File: src/logic/sacr_pkg.sv
// Purpose: Shared constants for the sampling converter control block
// Assumes: 25 MHz system clock
// Notes: Times in ns, cycle counts derived from the clock period
package sacr_pkg;
  localparam int CLK_PERIOD_NS = 40;
  localparam int RES_WIDTH = 12;
  // Conversion time from start rising edge to end of conversion
  localparam int CONV_TIME_NS = 1000;
  localparam int CONV_CYCLES = CONV_TIME_NS / CLK_PERIOD_NS;
  // Reacquisition time the host must leave after busy rises
  localparam int REACQ_TIME_NS = 333;
  localparam int REACQ_CYCLES =
    (REACQ_TIME_NS + CLK_PERIOD_NS - 1) / CLK_PERIOD_NS;
  // Data drives this many cycles ahead of busy rising
  localparam int DATA_LEAD_CYCLES = 1;
  localparam logic [11:0] RES_RESET = 12'h000;
  localparam logic [11:0] BIPOLAR_FLIP = 12'h800;
  typedef enum logic [1:0] {
    SACR_TRACK,
    SACR_HOLD,
    SACR_CONVERT
  } sacr_state_type;
endpackage

File: src/logic/sacr_sync.sv
// Purpose: Two flip-flop synchroniser for pin inputs
// Assumes: Inputs asynchronous to clk_i
// Notes: First stage is read only by the second stage
`timescale 1ns/1ps
`default_nettype none
module sacr_sync #(
  parameter int WIDTH = 1,
  parameter logic [WIDTH-1:0] INIT = '0
) (
  input wire logic clk_i,
  input wire logic reset_i,
  input wire logic [WIDTH-1:0] async_i,
  output logic [WIDTH-1:0] sync_o
);
  logic [WIDTH-1:0] meta_q;
  always_ff @(posedge clk_i) begin
    if (reset_i) begin
      meta_q <= INIT;
      sync_o <= INIT;
    end else begin
      meta_q <= async_i;
      sync_o <= meta_q;
    end
  end
endmodule
`default_nettype wire

File: src/logic/sacr_ctrl.sv
// Purpose: Conversion control and three-state read of a 12-bit converter
// Assumes: Start, select and read pins are asynchronous; the sampled
//   analog value arrives as a 12-bit unipolar word from the quantiser
// Notes:
// Notes on behaviour
// - Falling edge of start moves the track/hold into hold.
// - Conversion begins only on the rising edge of start.
// - Busy is low for the whole of a conversion.
// - Busy rises only once the new result sits in the output latch.
// - Track/hold tracks again after conversion until the next start falls.
// - Select and read both low enable the output drivers.
// - Output drivers stay off during conversion until the result latches, one cycle before busy rises.
// - With select and read tied low, bus floats during each conversion except its last cycle.
// - Data drives before busy rises so busy can clock external latches.
// - Bipolar range gives offset binary, zero at the mid-scale transition.
// - Unipolar ranges give natural binary, one step is full scale / 4096.
`timescale 1ns/1ps
`default_nettype none
module sacr_ctrl #(
  parameter int CONV_CYCLES = sacr_pkg::CONV_CYCLES,
  parameter int LEAD_CYCLES = sacr_pkg::DATA_LEAD_CYCLES
) (
  input wire logic clk_i,
  input wire logic reset_i,
  input wire logic conversion_start_n_i,
  input wire logic chip_select_n_i,
  input wire logic read_n_i,
  input wire logic bipolar_i,
  input wire logic [sacr_pkg::RES_WIDTH-1:0] sample_i,
  output logic hold_o,
  output logic busy_n_o,
  output logic [sacr_pkg::RES_WIDTH-1:0] data_o,
  output logic data_oe_o
);
  localparam int CW = $clog2(CONV_CYCLES + 1);
  localparam logic [CW-1:0] CONV_LAST = CW'(CONV_CYCLES - 1);
  localparam logic [CW-1:0] LATCH_AT = CW'(CONV_CYCLES - 1 - LEAD_CYCLES);

  logic [2:0] pins_s;
  logic start_n_s;
  logic cs_n_s;
  logic rd_n_s;
  logic start_n_prev_q;
  logic start_fall;
  logic start_rise;
  sacr_pkg::sacr_state_type state_q;
  logic [CW-1:0] count_q;
  logic [sacr_pkg::RES_WIDTH-1:0] held_q;
  logic [sacr_pkg::RES_WIDTH-1:0] result_q;
  logic result_ready_q;

  // Pins are not on our clock, so all pass two flops
  sacr_sync #(
    .WIDTH(3),
    .INIT(3'h7)
  ) u_sync (
    .clk_i(clk_i),
    .reset_i(reset_i),
    .async_i({conversion_start_n_i, chip_select_n_i, read_n_i}),
    .sync_o(pins_s)
  );
  assign start_n_s = pins_s[2];
  assign cs_n_s = pins_s[1];
  assign rd_n_s = pins_s[0];

  always_ff @(posedge clk_i) begin
    if (reset_i) begin
      start_n_prev_q <= 1'b1;
    end else begin
      start_n_prev_q <= start_n_s;
    end
  end
  assign start_fall = start_n_prev_q & ~start_n_s;
  assign start_rise = ~start_n_prev_q & start_n_s;

  // Starts during a conversion are ignored; the host must not issue them
  always_ff @(posedge clk_i) begin
    if (reset_i) begin
      state_q <= sacr_pkg::SACR_TRACK;
    end else begin
      unique case (state_q)
        sacr_pkg::SACR_TRACK: begin
          if (start_fall) begin
            state_q <= sacr_pkg::SACR_HOLD;
          end
        end
        sacr_pkg::SACR_HOLD: begin
          if (start_rise) begin
            state_q <= sacr_pkg::SACR_CONVERT;
          end
        end
        sacr_pkg::SACR_CONVERT: begin
          if (count_q == CONV_LAST) begin
            state_q <= sacr_pkg::SACR_TRACK;
          end
        end
      endcase
    end
  end

  always_ff @(posedge clk_i) begin
    if (reset_i) begin
      count_q <= '0;
    end else if (state_q == sacr_pkg::SACR_CONVERT) begin
      count_q <= count_q + CW'(1);
    end else begin
      count_q <= '0;
    end
  end

  // Sample frozen at the hold edge; later input changes do not matter
  always_ff @(posedge clk_i) begin
    if (reset_i) begin
      held_q <= sacr_pkg::RES_RESET;
    end else if (state_q == sacr_pkg::SACR_TRACK && start_fall) begin
      held_q <= sample_i;
    end
  end

  // Result latched ahead of the end so the bus settles before busy rises
  always_ff @(posedge clk_i) begin
    if (reset_i) begin
      result_q <= sacr_pkg::RES_RESET;
      result_ready_q <= 1'b1;
    end else if (state_q == sacr_pkg::SACR_HOLD && start_rise) begin
      result_ready_q <= 1'b0;
    end else if (state_q == sacr_pkg::SACR_CONVERT &&
                 count_q == LATCH_AT) begin
      // Offset binary is the natural code with the top bit inverted
      result_q <= bipolar_i ? (held_q ^ sacr_pkg::BIPOLAR_FLIP)
                            : held_q;
      result_ready_q <= 1'b1;
    end
  end

  assign data_o = result_q;
  assign hold_o = (state_q != sacr_pkg::SACR_TRACK);
  assign busy_n_o = (state_q != sacr_pkg::SACR_CONVERT);
  // Drivers off while a conversion has not yet produced its result
  assign data_oe_o = ~cs_n_s & ~rd_n_s & result_ready_q;

  AST_BUSY_LEN: assert property (@(posedge clk_i) disable iff (reset_i)
    $fell(busy_n_o) |-> !busy_n_o [*8] ##18 busy_n_o)
    else $error("busy low length wrong");
  AST_NO_DRIVE_CONV: assert property (@(posedge clk_i)
    disable iff (reset_i) $fell(busy_n_o) |-> !data_oe_o [*8])
    else $error("bus driven during conversion");
  AST_DRIVE_BEFORE_BUSY: assert property (@(posedge clk_i)
    disable iff (reset_i) $rose(busy_n_o) && !cs_n_s && !rd_n_s
    && $past(!cs_n_s && !rd_n_s) |-> $past(data_oe_o))
    else $error("data not driven before busy rose");
  AST_READ_ENABLE: assert property (@(posedge clk_i)
    disable iff (reset_i) busy_n_o && !cs_n_s && !rd_n_s
    && state_q != sacr_pkg::SACR_HOLD |-> data_oe_o)
    else $error("read did not enable drivers");
  AST_HOLD_ON_FALL: assert property (@(posedge clk_i)
    disable iff (reset_i) state_q == sacr_pkg::SACR_TRACK && start_fall
    |=> hold_o && busy_n_o)
    else $error("hold not entered on start fall");
  AST_WAIT_RISE: assert property (@(posedge clk_i)
    disable iff (reset_i) hold_o && busy_n_o && !start_rise |=> busy_n_o)
    else $error("conversion began before start rose");
  AST_BUSY_ON_RISE: assert property (@(posedge clk_i)
    disable iff (reset_i) state_q == sacr_pkg::SACR_HOLD && start_rise
    |=> !busy_n_o [*3])
    else $error("busy not low after start rise");
  AST_TRACK_AFTER: assert property (@(posedge clk_i)
    disable iff (reset_i) $rose(busy_n_o) |-> !hold_o)
    else $error("track not resumed at end of conversion");
  AST_RESULT_READY: assert property (@(posedge clk_i)
    disable iff (reset_i) $rose(busy_n_o) |-> result_ready_q
    && $stable(result_q))
    else $error("result not latched when busy rose");
  AST_CODE: assert property (@(posedge clk_i)
    disable iff (reset_i) $rose(result_ready_q) && !bipolar_i
    |-> result_q == held_q)
    else $error("unipolar code not natural binary");
endmodule
`default_nettype wire

File: config.mk
export PLATFORM = sky130hd
export DESIGN_NAME = sacr_ctrl
export DESIGN_NICKNAME = d
export VERILOG_FILES = /design/src/logic/sacr_pkg.sv /design/src/logic/sacr_sync.sv /design/src/logic/sacr_ctrl.sv
export SDC_FILE = /design/constraint.sdc
export NUM_CORES = 1
export LEC_CHECK = 0
export BUFFER_PORTS_ARGS = -buffer_cell sky130_fd_sc_hd__buf_2
export CORE_AREA = 5 5 60 62
export DETAILED_ROUTE_END_ITERATION = 7
export DIE_AREA = 0 0 65 67
export HOLD_SLACK_MARGIN = 0.08
export PLACE_DENSITY = 0.83
export SETUP_SLACK_MARGIN = 0.3
export SYNTH_ARGS = -nofsm -noshare
export SYNTH_HDL_FRONTEND = slang
export SYNTH_SLANG_ARGS = --single-unit
File: constraint.sdc
create_clock -name clk_i -period 4.65 [get_ports clk_i]
set_input_delay 0.465 -clock clk_i [delete_from_list [all_inputs] [get_ports clk_i]]
set_output_delay 0.465 -clock clk_i [all_outputs]
set_load 0.02 [all_outputs]
==> flow_metrics.tcl <==
set metrics [dict create \
    post-route-drc-count 0 \
    min-delay-start "conversion_start_n_i" \
    min_path_cells 2 \
    ios 33 \
    synth_fa_ha_area_frac 0.0389 \
    post-route-util 0.611 \
    drive_above_1_share 0.274 \
    final_area_sq_um 1820 \
    drv_slew 0 \
    num_vias 1096 \
    port_buffers 32 \
    drv_cap 0 \
    arrival_ns 2.26 \
    fp.dieH_um 67 \
    clkTransAtPathRegs_ns 0.11 \
    post_cts_buffers 0 \
    antenna_left 0 \
    setup_viol 0 \
    finalCritPeriodShare 0.436 \
    ys.flop_type "dfxtp_1" \
    p_leak_nw 0.805 \
    routedWlPerCell_um 12.6 \
    tightest_slew_ns 0.799 \
    start_util 0.539 \
    synth_top_family_by_area "simple AND/OR/NAND/NOR gates" \
    h-tree-depth 2 \
    gp_congestion 0.703 \
    die-area_sq_um 4360 \
    area_growth_pct 13.3 \
    timing.hold.ws_ns 0.310 \
    diodes 0 \
    grt.overflow.total 0 \
    hold_viol 0 \
    r2r_cells 5 \
    clock-sinks 39 \
    fmax_ghz 0.493 \
    cts_tree "yes" \
    synthMuxAreaShare 0.171 \
    synth_top_area_frac 0.486 \
    crit_fanout 12 \
    synth_top_cells_by_count "dfxtp_1, mux2i_1, nand2b_1, nor2_1" \
    track_usage 0.137 \
    r2r_start "state_q[0]" \
    core_area_sq_um 2980 \
    async_flop_share 0 \
    syn_area_sq_um 1610 \
    dr.pass1.iters 5 \
    finalSetupTns_ns 0 \
    synth-simple-area-share 0.213 \
    synth_compound_area_frac 0.0288 \
    cts_resized 0 \
    place_ws_ns 2.62 \
    ys_warn_count 0 \
    vias_per_cell 5.00 \
    hp-class "in -> reg" \
    ys_seq_area_frac 0.486 \
    numCtsBuffers 5 \
    nets 208 \
    drt-total-wl_mm 2.76 \
    fin_crit_ns 2.03 \
    place_hpwl_mm 2.04 \
    final_cell_count_no_fill 219 \
    synth_area_leader_cell "dfxtp_1" \
    synth_area_leaders "dfxtp_1, mux2i_1, nand2b_1" \
    rows 20 \
    synth.most_common_cell "dfxtp_1" \
    startpoint_type "flip-flop" \
    grt_max_degree 50 \
    antenna_found_initial 0 \
    cp-end-kind "flip-flop" \
    worstSetupStartpoint "state_q[0]" \
    synthXorXnorAreaFrac 0.0218 \
    syn-num-nets 176 \
    synth_edf_count 0 \
    fin_skew_ns 0.00704 \
    clock_latency_ns 0.33 \
    cts-root-buf "clkbuf_4" \
    fp.dieW_um 65 \
    grt_pass1_vias 1087 \
    syn_avg_cell_area_sq_um 10.5 \
    dp_cells 211 \
    syn-instance-count 153 \
    grt_pass1_wl_mm 4.60 \
    vdd.ir_drop.worst_mv 0.205 \
    cts_hold_buf 0 \
    rsz0062_at_grt "false" \
    powerDensity_nw_per_um2 318 \
    required_ns 4.88 \
    fin_ws_ns 2.62 \
    dr.first_iter.drc_count 36 \
    ctsLongestPathBuffers 2 \
    finalPower_mw 0.579 \
    ys_ff_latch 39 \
    slew_headroom 0.465 \
    crit_type "reg -> reg" \
    postPlaceCellArea_sq_um 1770 \
    status "finished clean" \
    yosysUniqueCellTypes 27 \
    n_fill_cell 261 \
]
-- where the power goes --
group          switching, mW  internal (mW)
Sequential           0.00577          0.345
Combinational         0.0352         0.0342
Clock                  0.100         0.0590
Total                  0.141          0.438
-- worst paths after layout --
| path | end | slack [ns] |
|---|---|---|
| setup / recovery | data_o[11] | 2.62 |
| hold / removal | u_sync.meta_q[2] | 0.31 |
| hold reg to reg | u_sync.sync_o[0] | 0.42 |
| setup reg to reg | data_o[11] | 2.62 |
-- registers in the layout (all words and copies together) (netlist names) --
name            flops
state_q             2
data_o             12
held_q             12
count_q             5
u_sync.sync_o       3
u_sync.meta_q       3
start_n_prev_q      1
result_ready_q      1
-- cell type report --
class / count / area [sq um] / area share
Sequential cell: 39 / 781 / 0.429
Clock buffer: 7 / 45.0 / 0.0247
Inverter: 7 / 26.3 / 0.0144
Tap cell: 33 / 41.3 / 0.0227
Multi-Input combinational cell: 100 / 762 / 0.419
Timing Repair Buffer: 32 / 160 / 0.0880
Clock inverter: 1 / 5.00 / 0.00275
-- cells in the final DEF (no fill, tap or decap), types with 2 or more instances in the layout --
cell type  netlist  layout
ha_1             5       5
or2_2            7       7
nand2b_1        22      22
dfxtp_1         39      39
nand3b_1         2       2
nand3_1          2       2
mux2_2           3       3
xnor2_1          2       2
nor2_1          20      20
xor2_1           2       2
clkbuf_1         5       2
clkbuf_4         0       5
mux2i_1         23      23
buf_2            0      32
inv_1            7       7
-- critical path: stages (launching register included) --
cell and delay (ns):
dfxtp_1 0.34, inv_1 0.10, ha_1 0.26, nand4_2 0.16, nor3b_4 0.66, mux2_2 0.40
-- kinds of logic (layout without fill, tap and decap cells) --
logic type      after synthesis  after routing
fa+ha+maj                     5              5
compound gates                5              5
flops                        39             39
xor+xnor                      4              4
buf+inv                      14             47
simple gates                 59             59
mux                          27             27
-- metal layers --
metal,track usage,vias up,share of wire,routed length (um)
met4,0.0396,0,0.011,31
met5,0,-,0,0
met2,0.264,24,0.52,1450
met3,0.0506,4,0.055,153
li1,-,558,-,-
met1,0.137,510,0.41,1130
Note: power is estimated with default switching activity, not from simulation.
